===== src/rtl/eci_defs.vh =====
// constants for the external control i/o block: offsets, fields, resets,
// timing. assumes a 200 mhz pclk and a 32-bit apb register bus.
//
// Contract
// - commands act only while external control enabled
// - falling edge on command input is one command
// - drive power, output and busy status levels
// - limiter status high when any limiter operates
// - two sequence sync outputs follow sequence progress
// - status outputs driven always, enable or not
`ifndef ECI_DEFS_VH
`define ECI_DEFS_VH

// register byte offsets
`define ECI_CTRL_OFF 12'h000
`define ECI_STATE_OFF 12'h004
`define ECI_IRQ_STAT_OFF 12'h008
`define ECI_IRQ_MASK_OFF 12'h00c
`define ECI_PIN_OFF 12'h010

// control register fields
`define ECI_CTRL_EN_BIT 0
`define ECI_CTRL_TRIG_BIT 1

// state register fields
`define ECI_ST_POWER_BIT 0
`define ECI_ST_OUTPUT_BIT 1
`define ECI_ST_BUSY_BIT 2
`define ECI_ST_SYNC0_BIT 3
`define ECI_ST_SYNC1_BIT 4
`define ECI_ST_W 5

// command numbering, shared by irq status, mask and pin register
`define ECI_CMD_OFF 0
`define ECI_CMD_ON 1
`define ECI_CMD_START 2
`define ECI_CMD_STOP 3
`define ECI_CMD_HOLD 4
`define ECI_CMD_BR1 5
`define ECI_CMD_BR2 6
`define ECI_NCMD 7

// reset values
`define ECI_CTRL_RST 1'b0
`define ECI_STATE_RST 5'h00
`define ECI_IRQ_RST 7'h00

// trigger output width
`define ECI_CLK_PERIOD_NS 5
`define ECI_TRIG_WIDTH_NS 10000
`define ECI_TRIG_CYCLES (`ECI_TRIG_WIDTH_NS / `ECI_CLK_PERIOD_NS)

`endif


===== src/rtl/eci_edge_sync.v =====
// one command input: two-stage synchroniser and falling-edge pulse.
// assumes the input idles high (pulled up) and is low-active.
`default_nettype none

module eci_edge_sync
(
   input wire pclk,
   input wire presetn,
   input wire cmd_n,
   output reg fall
);

   reg meta_reg;
   reg sync_reg;
   reg prev_reg;

   // reset to high so an idle-high line gives no false command; a line held low at reset gives one command
   always @(posedge pclk or negedge presetn)
   begin
      if (!presetn)
      begin
         meta_reg <= 1'b1;
         sync_reg <= 1'b1;
         prev_reg <= 1'b1;
         fall <= 1'b0;
      end
      else
      begin
         meta_reg <= cmd_n;
         sync_reg <= meta_reg;
         prev_reg <= sync_reg;
         fall <= prev_reg & ~sync_reg;
      end
   end

endmodule

`default_nettype wire


===== src/rtl/eci_pulse_stretch.v =====
// stretches a one-cycle start pulse to a fixed-width high level.
// assumes start is synchronous to pclk; a retrigger restarts the width.
`default_nettype none

module eci_pulse_stretch
#(
   parameter WIDTH = 2000,
   parameter CW = 12
)
(
   input wire pclk,
   input wire presetn,
   input wire start,
   output reg level
);

   // the count is cut to CW bits on purpose; WIDTH must fit in them
   localparam [31:0] LAST_FULL = WIDTH - 1;
   localparam [CW-1:0] LAST = LAST_FULL[CW-1:0];

   reg [CW-1:0] cnt_reg;

   always @(posedge pclk or negedge presetn)
   begin
      if (!presetn)
      begin
         cnt_reg <= {CW{1'b0}};
         level <= 1'b0;
      end
      else if (start)
      begin
         cnt_reg <= LAST;
         level <= 1'b1;
      end
      else if (cnt_reg != {CW{1'b0}})
      begin
         cnt_reg <= cnt_reg - {{(CW-1){1'b0}}, 1'b1};
      end
      else
      begin
         level <= 1'b0;
      end
   end

endmodule

`default_nettype wire


===== src/rtl/eci_top.v =====
// external control i/o port: apb registers, command inputs, status outputs.
// assumes command pins idle high and go low to command; limiter flags
// and the whole port are synchronous to pclk apart from the command pins.
`include "eci_defs.vh"
`default_nettype none

module eci_top
#(
   parameter TRIG_CYCLES = `ECI_TRIG_CYCLES
)
(
   input wire pclk,
   input wire presetn,
   // apb slave
   input wire psel,
   input wire penable,
   input wire pwrite,
   input wire [11:0] paddr,
   input wire [31:0] pwdata,
   output reg pready,
   output reg [31:0] prdata,
   output reg pslverr,
   // command pins, low-active edges
   input wire out_off_n,
   input wire out_on_n,
   input wire seq_start_n,
   input wire seq_stop_n,
   input wire seq_hold_n,
   input wire seq_branch1_n,
   input wire seq_branch2_n,
   // limiter activity from the power stage
   input wire peak_current_limit_pos,
   input wire peak_current_limit_neg,
   input wire rms_current_limit,
   input wire power_limit,
   // status pins
   output reg power_state,
   output reg output_state,
   output reg limit_active,
   output reg sw_busy,
   output reg seq_sync0,
   output reg seq_sync1,
   output wire trig_out,
   // commands to the sequencer, one-cycle pulses, then the interrupt level
   output reg seq_start,
   output reg seq_stop,
   output reg seq_hold,
   output reg seq_branch1,
   output reg seq_branch2,
   output reg irq
);

   ////////////////////////////////////////////////////////////////////////
   // command edge detection

   wire [`ECI_NCMD-1:0] pin_n;
   wire [`ECI_NCMD-1:0] fall;
   wire [`ECI_NCMD-1:0] cmd;
   reg ctrl_en_reg;
   genvar gi;

   assign pin_n = {seq_branch2_n, seq_branch1_n, seq_hold_n, seq_stop_n,
                   seq_start_n, out_on_n, out_off_n};

   generate
      for (gi = 0; gi < `ECI_NCMD; gi = gi + 1)
      begin : g_cmd
         eci_edge_sync u_sync
         (
            .pclk(pclk),
            .presetn(presetn),
            .cmd_n(pin_n[gi]),
            .fall(fall[gi])
         );
      end
   endgenerate

   // disabled port drops edges outright; nothing is queued for later
   assign cmd = fall & {`ECI_NCMD{ctrl_en_reg}};

   ////////////////////////////////////////////////////////////////////////
   // apb access: one wait state, so every output here is a flop

   wire access;
   wire wr_en;
   wire rd_en;
   wire hit;
   wire wr_ctrl;
   wire wr_state;
   wire wr_stat;
   wire wr_mask;
   reg [`ECI_ST_W-1:0] state_reg;
   reg [`ECI_ST_W-1:0] state_next;
   reg [`ECI_NCMD-1:0] irq_stat_reg;
   reg [`ECI_NCMD-1:0] irq_stat_next;
   reg [`ECI_NCMD-1:0] irq_mask_reg;
   wire [`ECI_NCMD-1:0] irq_mask_next;
   reg trig_go_reg;
   reg [31:0] rdata_next;

   assign access = psel & penable & ~pready;
   assign wr_en = psel & penable & pready & pwrite;
   assign rd_en = access & ~pwrite;
   // writes land on the edge that also ends the transfer
   assign wr_ctrl = wr_en && (paddr == `ECI_CTRL_OFF);
   assign wr_state = wr_en && (paddr == `ECI_STATE_OFF);
   assign wr_stat = wr_en && (paddr == `ECI_IRQ_STAT_OFF);
   assign wr_mask = wr_en && (paddr == `ECI_IRQ_MASK_OFF);
   assign hit = (paddr == `ECI_CTRL_OFF) || (paddr == `ECI_STATE_OFF) ||
                (paddr == `ECI_IRQ_STAT_OFF) ||
                (paddr == `ECI_IRQ_MASK_OFF) || (paddr == `ECI_PIN_OFF);

   always @*
   begin
      rdata_next = 32'h0000_0000;
      case (paddr)
         `ECI_CTRL_OFF:
            rdata_next[`ECI_CTRL_EN_BIT] = ctrl_en_reg;
         `ECI_STATE_OFF:
            rdata_next[`ECI_ST_W-1:0] = state_reg;
         `ECI_IRQ_STAT_OFF:
            rdata_next[`ECI_NCMD-1:0] = irq_stat_reg;
         `ECI_IRQ_MASK_OFF:
            rdata_next[`ECI_NCMD-1:0] = irq_mask_reg;
         `ECI_PIN_OFF:
            rdata_next[`ECI_NCMD-1:0] = ~pin_n;
         default:
            rdata_next = 32'h0000_0000;
      endcase
   end

   always @(posedge pclk or negedge presetn)
   begin
      if (!presetn)
      begin
         pready <= 1'b0;
         pslverr <= 1'b0;
      end
      else
      begin
         pready <= access;
         pslverr <= access & ~hit;
      end
   end

   // read data stays put between reads, so a late look still sees it
   always @(posedge pclk or negedge presetn)
   begin
      if (!presetn)
      begin
         prdata <= 32'h0000_0000;
      end
      else if (rd_en)
      begin
         prdata <= rdata_next;
      end
   end

   ////////////////////////////////////////////////////////////////////////
   // control, state and interrupt registers

   assign irq_mask_next = wr_mask ? pwdata[`ECI_NCMD-1:0] : irq_mask_reg;

   always @*
   begin
      state_next = state_reg;
      if (wr_state)
      begin
         state_next = pwdata[`ECI_ST_W-1:0];
      end
      // a pin command beats a software write in the same cycle
      if (cmd[`ECI_CMD_OFF])
      begin
         state_next[`ECI_ST_OUTPUT_BIT] = 1'b0;
      end
      else if (cmd[`ECI_CMD_ON])
      begin
         state_next[`ECI_ST_OUTPUT_BIT] = 1'b1;
      end
   end

   always @*
   begin
      irq_stat_next = irq_stat_reg;
      if (wr_stat)
      begin
         irq_stat_next = irq_stat_reg & ~pwdata[`ECI_NCMD-1:0];
      end
      // set wins over a write-one-to-clear in the same cycle
      irq_stat_next = irq_stat_next | cmd;
   end

   always @(posedge pclk or negedge presetn)
   begin
      if (!presetn)
      begin
         ctrl_en_reg <= `ECI_CTRL_RST;
         state_reg <= `ECI_STATE_RST;
         irq_stat_reg <= `ECI_IRQ_RST;
         irq_mask_reg <= `ECI_IRQ_RST;
      end
      else
      begin
         state_reg <= state_next;
         irq_stat_reg <= irq_stat_next;
         irq_mask_reg <= irq_mask_next;
         if (wr_ctrl)
         begin
            ctrl_en_reg <= pwdata[`ECI_CTRL_EN_BIT];
         end
      end
   end

   // trigger bit is a strobe, never stored, so it always reads back 0
   always @(posedge pclk or negedge presetn)
   begin
      if (!presetn)
      begin
         trig_go_reg <= 1'b0;
      end
      else
      begin
         trig_go_reg <= wr_ctrl & pwdata[`ECI_CTRL_TRIG_BIT];
      end
   end

   ////////////////////////////////////////////////////////////////////////
   // status pins and sequencer commands

   // status pins ignore the enable: they track state at all times
   always @(posedge pclk or negedge presetn)
   begin
      if (!presetn)
      begin
         power_state <= 1'b0;
         output_state <= 1'b0;
         sw_busy <= 1'b0;
         seq_sync0 <= 1'b0;
         seq_sync1 <= 1'b0;
      end
      else
      begin
         power_state <= state_next[`ECI_ST_POWER_BIT];
         output_state <= state_next[`ECI_ST_OUTPUT_BIT];
         sw_busy <= state_next[`ECI_ST_BUSY_BIT];
         seq_sync0 <= state_next[`ECI_ST_SYNC0_BIT];
         seq_sync1 <= state_next[`ECI_ST_SYNC1_BIT];
      end
   end

   // limiter inputs are levels; one flop keeps the pin glitch free
   always @(posedge pclk or negedge presetn)
   begin
      if (!presetn)
      begin
         limit_active <= 1'b0;
      end
      else
      begin
         limit_active <= peak_current_limit_pos | peak_current_limit_neg |
                         rms_current_limit | power_limit;
      end
   end

   // sequencer pulses line up with the status bit the same edge sets
   always @(posedge pclk or negedge presetn)
   begin
      if (!presetn)
      begin
         seq_start <= 1'b0;
         seq_stop <= 1'b0;
         seq_hold <= 1'b0;
         seq_branch1 <= 1'b0;
         seq_branch2 <= 1'b0;
      end
      else
      begin
         seq_start <= cmd[`ECI_CMD_START];
         seq_stop <= cmd[`ECI_CMD_STOP];
         seq_hold <= cmd[`ECI_CMD_HOLD];
         seq_branch1 <= cmd[`ECI_CMD_BR1];
         seq_branch2 <= cmd[`ECI_CMD_BR2];
      end
   end

   // next values keep irq in step with both status and mask writes
   always @(posedge pclk or negedge presetn)
   begin
      if (!presetn)
      begin
         irq <= 1'b0;
      end
      else
      begin
         irq <= |(irq_stat_next & irq_mask_next);
      end
   end

   eci_pulse_stretch
   #(
      .WIDTH(TRIG_CYCLES),
      .CW(16)
   )
   u_trig
   (
      .pclk(pclk),
      .presetn(presetn),
      .start(trig_go_reg),
      .level(trig_out)
   );

endmodule

`default_nettype wire


===== config.mk =====
export PLATFORM = sky130hd
export DESIGN_NAME = eci_top
export DESIGN_NICKNAME = d
export VERILOG_FILES = /design/src/rtl/eci_edge_sync.v /design/src/rtl/eci_pulse_stretch.v /design/src/rtl/eci_top.v
export VERILOG_INCLUDE_DIRS = /design/src /design/src/rtl
export SDC_FILE = /design/constraint.sdc
export NUM_CORES = 1
export LEC_CHECK = 0
export ABC_AREA = 0
export BUFFER_PORTS_ARGS = -buffer_cell sky130_fd_sc_hd__buf_2
export CAP_MARGIN = 15
export CORE_MARGIN = 2
export CORE_UTILIZATION = 37
export DETAILED_ROUTE_END_ITERATION = 8
export GPL_TIMING_DRIVEN = 0
export SYNTH_ARGS = -nofsm -noshare
export SYNTH_HDL_FRONTEND = slang
export SYNTH_SLANG_ARGS = --single-unit

===== constraint.sdc =====
create_clock -name pclk -period 1.95 [get_ports pclk]
set_input_delay 0.195 -clock pclk [delete_from_list [all_inputs] [get_ports pclk]]
set_output_delay 0.195 -clock pclk [all_outputs]
set_load 0.05 [all_outputs]

==> results of run 1 <==
-- cells by family (layout without fill, tap and decap cells) --
kind of cell | after synthesis | after routing
simple gates | 87 | 87
flops | 82 | 82
compound gates | 44 | 44
buf+inv | 42 | 140
mux | 21 | 21
xor+xnor | 13 | 13
fa+ha+maj | 2 | 2
other cells | 1 | 25
-- worst max-delay path, cell delays in order (launching register included) --
cell and delay, ps:
dfrtp_1 390, or4_4 570, buf_4 160, nor3_4 240, nand2_2 140, mux2i_1 140, or2_2 260
-- through the flow --
step                total power, mW  hold WS, ps  instances
detailed placement             3.17         40.6        501
global placement               3.15          317        500
global route                   4.80         17.7        543
floorplan                      2.92         -101        316
CTS                            4.53         20.0        536
finish                         4.54         39.0        543
-- synth_stat cells (3+ instances only) --
| master | number |
|---|---|
| nand4_1 | 3 |
| dfstp_2 | 21 |
| o221ai_1 | 6 |
| buf_4 | 25 |
| o21a_1 | 6 |
| nand2_1 | 11 |
| or4_1 | 5 |
| nor2b_1 | 9 |
| a22oi_1 | 6 |
| a21oi_1 | 6 |
| xnor2_1 | 6 |
| dfrtp_1 | 61 |
| nand2b_1 | 7 |
| nand3_1 | 4 |
| nor2_1 | 23 |
| inv_1 | 9 |
| mux2i_1 | 5 |
| o2111ai_1 | 4 |
| mux2_2 | 15 |
| a31oi_1 | 7 |
| xor2_1 | 7 |
| nor4_1 | 5 |
| nor3_1 | 4 |
| clkbuf_1 | 6 |
-- final cells by class --
| type | instances | area (um^2) | area share, % |
|---|---|---|---|
| clock inverter | 5 | 62.6 | 1.34 |
| clock buffer | 11 | 131 | 2.82 |
| timing repair buffer | 83 | 543 | 11.6 |
| tap | 129 | 161 | 3.46 |
| multi-input combinational | 192 | 1430 | 30.6 |
| sequential | 82 | 2080 | 44.6 |
| buffer | 32 | 226 | 4.85 |
| inverter | 9 | 33.8 | 0.724 |
-- layer usage --
metal	global-route usage (%)	vias to the layer above	wire, um
li1	-	1221	-
met5	0	-	0
met3	4.99	6	435
met4	4.62	0	72
met1	19.8	1235	3370
met2	24.7	70	3680
-- power by group --
part	internal [mW]	leakage, nW	switching, mW	total (mW)
logic	0.498	1.13	0.700	1.20
clock network	0.602	0.0906	0.604	1.21
registers	1.93	0.981	0.202	2.14
-- repair_timing --
action / 4_1_cts / 5_1_grt
endpoints found under the setup margin: 23 / 18
pin swaps: 8 / 15
gates resized for setup: 10 / 14
endpoints found under the hold margin: 68 / 0
hold buffers: 8 / 0
setup buffers: 11 / 8
-- worst min-delay path by stage --
stage                      startpoint                        to  slack, ps  depth (start not counted)
after floorplan               presetn               ctrl_en_reg       -100                          0
after global placement      out_off_n  g_cmd[0].u_sync.meta_reg        320                          1
after detailed placement      presetn        u_trig.cnt_reg[14]         40                          1
after CTS                 power_limit              limit_active         20                          2
after global routing      power_limit              limit_active         20                          2
final                     power_limit              limit_active         40                          2
==> summary.txt, run 1 <==
Yosys
  – Simple-gate share of the synthesized area: 14.2%
  – Number of distinct library cells after synthesis: 48
  – Synth area leader: dfrtp_1
  – Post-synthesis xor/xnor area fraction: 3.21%
  – #FFs+latches synth: 82
  – Main combinational cell family by area after synthesis: simple AND/OR/NAND/NOR gates
  – Mean Syn Cell Area: 12.1 um^2
  – Ys async rst share: 100%
  – Synth Area in Compound Gates: 9.24%
  – Top FF cell, synth: dfrtp_1
  – Cells after Synth: 292
  – EDFF count, synth: 0
  – Synth top area cells: dfrtp_1, dfstp_2, buf_4, mux2_2, nor2_1
  – Register area share after synthesis: 58.6%
  – Top-area cell type share of the netlist area: 43.0%
  – Synth warnings: 0
  – Mapped cell area: 3550 um^2
  – Mux cell area share after synthesis: 6.81%
  – Synth Area in Adders: 0.705%

Placement
  – Pre-CTS setup slack: -935 ps
  – PortBufs: 55
  – Area post-placement: 4150 um^2
  – Gpl congestion: 0.800
  – Hpwl dp: 5220 um

CTS
  – Register clock-pin slew on the reported worst setup and hold paths: 80 ps
  – Clock buffer depth: 2
  – Clk sinks: 82
  – Skew-Pair Late Insertion Delay: 340 ps
  – Clock Root Buffer: clkbuf_8
  – CTS tree: built
  – H-tree depth: 3
  – Clock buffer count from CTS: 9

Critical path
  – CP startpoint kind: flop
  – Endpoint type of the worst setup path: flop
  – Worst reg-to-reg path cell count: 6
  – Setup crit end: u_trig.cnt_reg[1]
  – Reg-to-reg critical path startpoint: u_trig.cnt_reg[3]
  – Reg-to-Reg End: u_trig.cnt_reg[1]
  – R2r setup slk: -80 ps
  – Crit path DAT: 2250 ps
  – CP max FO: 5
  – WS Path Type: reg -> reg
  – CP startpoint: u_trig.cnt_reg[3]
  – Req. time, crit path: 2170 ps

Global route
  – Initial antenna violation count: 0
  – Largest net degree at the start of global routing: 74
  – Grt ovf: 0
  – Vias in the first global route: 2,546
  – First-pass GRT wire length: 12,300 um
  – Global Route Usage Sum: 15.3%

Layout
  – Area grow syn2layout: 31.5%
  – Max reg flops: 16
  – Post-route cell area: 4670 um^2
  – Layout cells sized above 1: 42.5%
  – Commonest non-fill, non-tap cell in the layout: dfrtp_1
  – Inserted Diodes: 0
  – Fillers: 870
  – Final core utilization: 50.3%
  – Most frequent cells in the layout: dfrtp_1, buf_2, buf_4
  – Final nets: 471

Status
  – Violated checks: setup timing
  – Outcome: finished, violations left

Floorplan
  – CORE AREA: 9280 um^2
  – Die H: 102 um
  – IO Count: 107
  – Row count: 35
  – Die area: 10,400 um^2
  – Die X: 102 um
  – Initial core utilization: 38.2%

Timing
  – Final setup TNS: -218 ps
  – Setup ws final: -76.6 ps
  – Final min period: 2030 ps
  – Unrepaired setup endpoints after global routing: yes
  – Slew Limit Fails: 0
  – Fmax: 493 MHz
  – Final count of negative-setup-slack endpoints: 7
  – Least-Margin Pin Slew: 560 ps
  – Final Cycle Share: 104%
  – Worst-case headroom to the max-slew limit: 62.4%
  – Skew final: 8.92 ps
  – Final Hold Vio Count: 0

Power
  – Pwr per Cell Area: 973 nW/um^2
  – Leak pwr: 2.21 nW
  – Peak VDD IR: 483 uV

Worst hold path
  – Worst min path class: in -> reg

Drt
  – Vias: 2,532
  – DRC Markers: 0
  – Routed vias/inst: 4.66
  – DR WL/cell: 13.9 um
  – Initial DRT Pass Iterations: 4
  – Routed WL: 7560 um
  – Routed Antenna Nets: 0
  – Initial drt markers: 90

Run
  – # Max-Cap Violations: 0
Note: power is estimated with default switching activity, not from simulation.
==> run 2, diff against run 1 <==
==> constraint.sdc (replaced) <==
create_clock -name pclk -period 1.95 [get_ports pclk]
set_input_delay 0.195 -clock pclk [delete_from_list [all_inputs] [get_ports pclk]]
set_output_delay 0.195 -clock pclk [all_outputs]
set_load 0.005 [all_outputs]
==> summary.txt, run 2 (same netlist as run 1, synthesis figures left out) <==
Floorplan
  – Die H: 102 um
  – Initial core utilization: 38.2%
  – Die area: 10,400 um^2
  – IO Count: 107
  – Row count: 35
  – CORE AREA: 9280 um^2
  – Die X: 102 um

Layout
  – Inserted Diodes: 0
  – Most frequent cells in the layout: dfrtp_1, buf_2, buf_4
  – Fillers: 849
  – Max reg flops: 16
  – Commonest non-fill, non-tap cell in the layout: dfrtp_1
  – Final nets: 473
  – Layout cells sized above 1: 45.4%
  – Area grow syn2layout: 33.5%

Critical path
  – R2r setup slk: -70 ps
  – Crit path DAT: 2260 ps
  – Slowest cell on crit path: or4_4
  – CP max FO: 5
  – Endpoint type of the worst setup path: flop
  – Worst reg-to-reg path cell count: 5
  – CP startpoint kind: flop
  – Worst path max stage delay: 540 ps
  – WS Path Type: reg -> reg
  – Reg-to-Reg End: u_trig.cnt_reg[6]
  – Crit-path cells: or4_4 -> or3_4 -> o2111ai_2 -> xor2_1 -> nand2b_1
  – Req. time, crit path: 2190 ps
  – Reg-to-reg critical path startpoint: u_trig.cnt_reg[7]
  – CP startpoint: u_trig.cnt_reg[7]

Placement
  – Gpl congestion: 0.880
  – PortBufs: 55
  – Hpwl dp: 5320 um
  – Pre-CTS setup slack: -864 ps

Timing
  – Worst-case headroom to the max-slew limit: 64.6%
  – Final min period: 2020 ps
  – Final count of negative-setup-slack endpoints: 6
  – Final Cycle Share: 103%
  – Skew final: 5.03 ps
  – Unrepaired setup endpoints after global routing: yes
  – Setup ws final: -65.4 ps
  – Min Hold Slack: 26.8 ps
  – Least-Margin Pin Slew: 530 ps
  – Fmax: 496 MHz
  – Slew Limit Fails: 0
  – Final Hold Vio Count: 0

Drt
  – Routed vias/inst: 4.61
  – DR WL/cell: 14.3 um
  – Routed Antenna Nets: 0
  – Vias: 2,510
  – Routed WL: 7800 um
  – DRC Markers: 0
  – Initial DRT Pass Iterations: 4
  – Initial drt markers: 85

Status
  – Violated checks: setup timing
  – Outcome: finished, violations left

Power
  – Leak pwr: 2.25 nW
  – Pwr per Cell Area: 938 nW/um^2
  – PnR Total Power: 4.44 mW
  – Peak VDD IR: 578 uV

Global route
  – First-pass GRT wire length: 12,300 um
  – Initial antenna violation count: 0
  – Global Route Usage Sum: 15.6%
  – Vias in the first global route: 2,452
  – Largest net degree at the start of global routing: 60
  – Grt ovf: 0

CTS
  – CTS tree: built
  – Clock buffer depth: 2
  – Clock Root Buffer: clkbuf_8
  – Skew-Pair Late Insertion Delay: 350 ps
  – Clock buffer count from CTS: 9
  – Register clock-pin slew on the reported worst setup and hold paths: 90 ps
  – Clk sinks: 82
  – H-tree depth: 3

Worst hold path
  – Hold path depth: 2
  – Worst min path class: in -> reg
  – Hold Crit Endpoint: limit_active
  – Hold Crit Start: power_limit

Run
  – # Max-Cap Violations: 0
run 2: changes by cell type in the layout (fill, tap and decap cells not counted), sizes merged:
| cell | before | now |
|---|---|---|
| bufinv | 1 | 0 |
| clkinv | 0 | 1 |
| inv | 11 | 14 |
| clkbuf | 16 | 14 |
| buf | 102 | 104 |
| clkinvlp | 2 | 1 |
run 2: how the worst max path moves through the flow:
stage          cells past startpoint                 end  slack (ps)
2_1_floorplan                      5           seq_sync1        -160
4_1_cts                            6   u_trig.cnt_reg[4]         -90
3_5_place_dp                       7                 irq        -860
5_1_grt                            5  u_trig.cnt_reg[10]        -120
6_report                           5   u_trig.cnt_reg[6]         -70
3_3_place_gp                       7                 irq        -930
run 2: report_power, final:
part / switching, mW / internal (mW) / total, mW
clock: 0.689 / 0.488 / 1.18
sequential: 0.219 / 1.93 / 2.15
combinational: 0.550 / 0.565 / 1.11
run 2: critical path, delay by kind of cell (launching register included):
| family | cells | cell delay (ps) |
|---|---|---|
| AOI/OAI and AO/OA | 1 | 230 |
| xor gates and xnor gates | 1 | 160 |
| DFF | 1 | 450 |
| and+or+nand+nor | 3 | 1070 |
run 2: metal layers:
layer  global-route usage [%]  vias up  wire length (um)
met1                     20.9     1217              3500
met5                        0        -                 0
met4                     5.33        0                33
met3                     4.92        2               490
li1                         -     1223                 -
met2                     24.1       68              3780
run 2: metrics by stage:
stage	cells	util (%)	TNS (ps)	area, um^2
4_1_cts	539	49.8	-676	4620
3_5_place_dp	501	44.7	-7940	4150
2_1_floorplan	316	-	-883	3690
3_3_place_gp	500	44.4	-8170	4120
5_1_grt	545	51.0	-858	4740
6_report	545	51.0	-246	4740
run 2: what timing repair did:
| action | 4_1_cts | 5_1_grt |
|---|---|---|
| setup endpoints to repair | 23 | 22 |
| buffers inserted | 14 | 8 |
| hold endpoints to repair | 24 | 0 |
| hold buffers | 8 | 0 |
| resized for setup | 17 | 19 |
| pin swaps | 9 | 19 |
run 2: cell type report:
type / instances / area (um^2) / area share, %
well taps: 129 / 161 / 3.41
clock buffers: 9 / 124 / 2.62
multi-input cells: 192 / 1480 / 31.2
flip-flops and latches: 82 / 2080 / 43.9
inverters: 9 / 33.8 / 0.713
repair buffers: 86 / 582 / 12.3
plain buffers: 31 / 219 / 4.62
clock inverters: 7 / 58.8 / 1.24
==> run 3, diff against run 2 <==
--- a/config.mk
+++ b/config.mk
@@ -13,6 +13,8 @@
 export CORE_UTILIZATION = 37
 export DETAILED_ROUTE_END_ITERATION = 8
 export GPL_TIMING_DRIVEN = 0
+export RECOVER_POWER = 50
 export SYNTH_ARGS = -nofsm -noshare
 export SYNTH_HDL_FRONTEND = slang
+export SYNTH_HIERARCHICAL = 1
 export SYNTH_SLANG_ARGS = --single-unit
==> summary.txt, run 3 <==
Yosys
  – Synth warnings: 6
  – Number of distinct library cells after synthesis: 50
  – Cells after Synth: 304
  – Top-area cell type share of the netlist area: 41.6%
  – #FFs+latches synth: 82
  – Ys async rst share: 100%
  – EDFF count, synth: 0
  – Most numerous cell in the Yosys netlist: dfrtp_1
  – Mapped cell area: 3670 um^2
  – Mean Syn Cell Area: 12.1 um^2
  – Synth top area cells: dfrtp_1, dfstp_2, buf_4, mux2i_1, mux2_2
  – Top cells by count, synth: dfrtp_1, nor2_1, buf_4, dfstp_2, a21oi_1
  – Synth area leader: dfrtp_1
  – Register area share after synthesis: 56.6%
  – Top FF cell, synth: dfrtp_1

Global route
  – Grt ovf: 0
  – Initial antenna violation count: 0
  – Global Route Usage Sum: 15.2%
  – First-pass GRT wire length: 13,100 um
  – Largest net degree at the start of global routing: 55
  – Vias in the first global route: 2,607

Timing
  – Worst-case headroom to the max-slew limit: 47.2%
  – Min Hold Slack: 28.0 ps
  – Least-Margin Pin Slew: 793 ps
  – Final Hold Vio Count: 0
  – Final min period: 2180 ps
  – Final count of negative-setup-slack endpoints: 1
  – Final Cycle Share: 112%
  – Unrepaired setup endpoints after global routing: yes
  – Setup ws final: -226 ps
  – Slew Limit Fails: 0
  – Skew final: 14.1 ps
  – Fmax: 460 MHz

Layout
  – Commonest non-fill, non-tap cell in the layout: dfrtp_1
  – Fillers: 921
  – Storage cell area: 2080 um^2
  – Post-route cell area: 4750 um^2
  – Most frequent cells in the layout: dfrtp_1, buf_2, buf_4
  – Max reg flops: 16
  – Area grow syn2layout: 29.3%
  – Inserted Diodes: 0
  – Layout cells sized above 1: 38.6%
  – Final core utilization: 49.0%
  – Multi-input logic area: 1530 um^2
  – Final nets: 483

Placement
  – Area post-placement: 4250 um^2
  – Hpwl dp: 5360 um
  – Gpl congestion: 0.794
  – PortBufs: 56

Worst hold path
  – Worst min path class: in -> reg

Drt
  – DRC Markers: 0
  – Routed vias/inst: 4.68
  – Vias: 2,620
  – DR WL/cell: 13.9 um
  – Initial drt markers: 69
  – Routed WL: 7810 um
  – Routed Antenna Nets: 0
  – Initial DRT Pass Iterations: 6

CTS
  – Clk sinks: 82
  – Clock buffer count from CTS: 9
  – Skew-Pair Late Insertion Delay: 360 ps
  – CTS tree: built
  – H-tree depth: 3
  – Clock Root Buffer: clkbuf_8
  – Register clock-pin slew on the reported worst setup and hold paths: 80 ps
  – Clock buffer depth: 2

Critical path
  – Crit path DAT: 2390 ps
  – Endpoint type of the worst setup path: flop
  – CP startpoint kind: primary input
  – CP max FO: 7
  – Req. time, crit path: 2170 ps
  – WS Path Type: in -> reg

Power
  – Pwr per Cell Area: 942 nW/um^2
  – Leak pwr: 2.26 nW
  – Peak VDD IR: 513 uV
  – PnR Total Power: 4.47 mW

Floorplan
  – Row count: 36
  – IO Count: 107
  – CORE AREA: 9680 um^2
  – Die H: 104 um
  – Die area: 10,700 um^2
  – Initial core utilization: 37.9%
  – Die X: 104 um

Run
  – # Max-Cap Violations: 0

Status
  – Violated checks: setup timing
  – Outcome: finished, violations left
run 3: logic make-up after synthesis:
group | synth area share [%]
DFF | 56.6
xor gates and xnor gates | 0.238
adders and majority gates | 0.341
other | 0.102
muxes | 8.11
and+or+nand+nor | 19.7
buffers and inverters | 6.54
AOI/OAI and AO/OA | 8.38
run 3: final cells by class:
class                           instances  share of cell area, %
Clock buffer                            9                   2.61
Multi-Input combinational cell        207                   32.1
Inverter                                9                  0.711
Tap cell                              133                   3.50
Buffer                                 30                   4.35
Sequential cell                        82                   43.8
Timing Repair Buffer                   83                   11.1
Clock inverter                          7                   1.82
run 3: path summary, 6_finish.rpt:
path	start	endpoint	slack (ps)	cells after the start
max	paddr[6]	irq	-230	7
max in group asynchronous	presetn	g_cmd[1].u_sync/prev_reg	730	3
min	power_limit	limit_active	30	2
min reg2reg	g_cmd[3].u_sync/meta_reg	g_cmd[3].u_sync/sync_reg	360	0
max reg2reg	pready	irq	-220	6
min in group asynchronous	presetn	u_trig/cnt_reg[11]	460	2
run 3: critical path: stages:
cell    delay [ps]
buf_6           90
or4_4          550
nor4_4         310
buf_6          190
mux2_4         310
a22o_1         220
or4_1          520
run 3: report_power, final:
group          switching, mW  internal (mW)  total (mW)
clock network          0.661          0.614        1.27
logic                  0.488          0.486       0.974
registers              0.296           1.93        2.23
total                   1.44           3.03        4.47
run 3: repair_timing:
action | CTS | global route
pin swaps | 9 | 3
buffers inserted | 12 | 6
endpoints found under the setup margin | 10 | 8
resized for setup | 11 | 8
endpoints found under the hold margin | 27 | 0
hold buffers | 8 | 0
run 3: routing by layer:
metal	part of all wire [%]	GRT usage, %
met4	0.81	4.34
met2	48	24.9
met3	5.7	4.53
met5	0	0
met1	45	19.6
run 3: per-stage QoR:
stage,TNS [ps],cells,worst slack [ps]
after floorplan,-489,328,-489
final,-226,560,-226
after CTS,-186,554,-186
after detailed placement,-4390,518,-878
after global routing,-299,560,-284
after global placement,-3700,517,-849
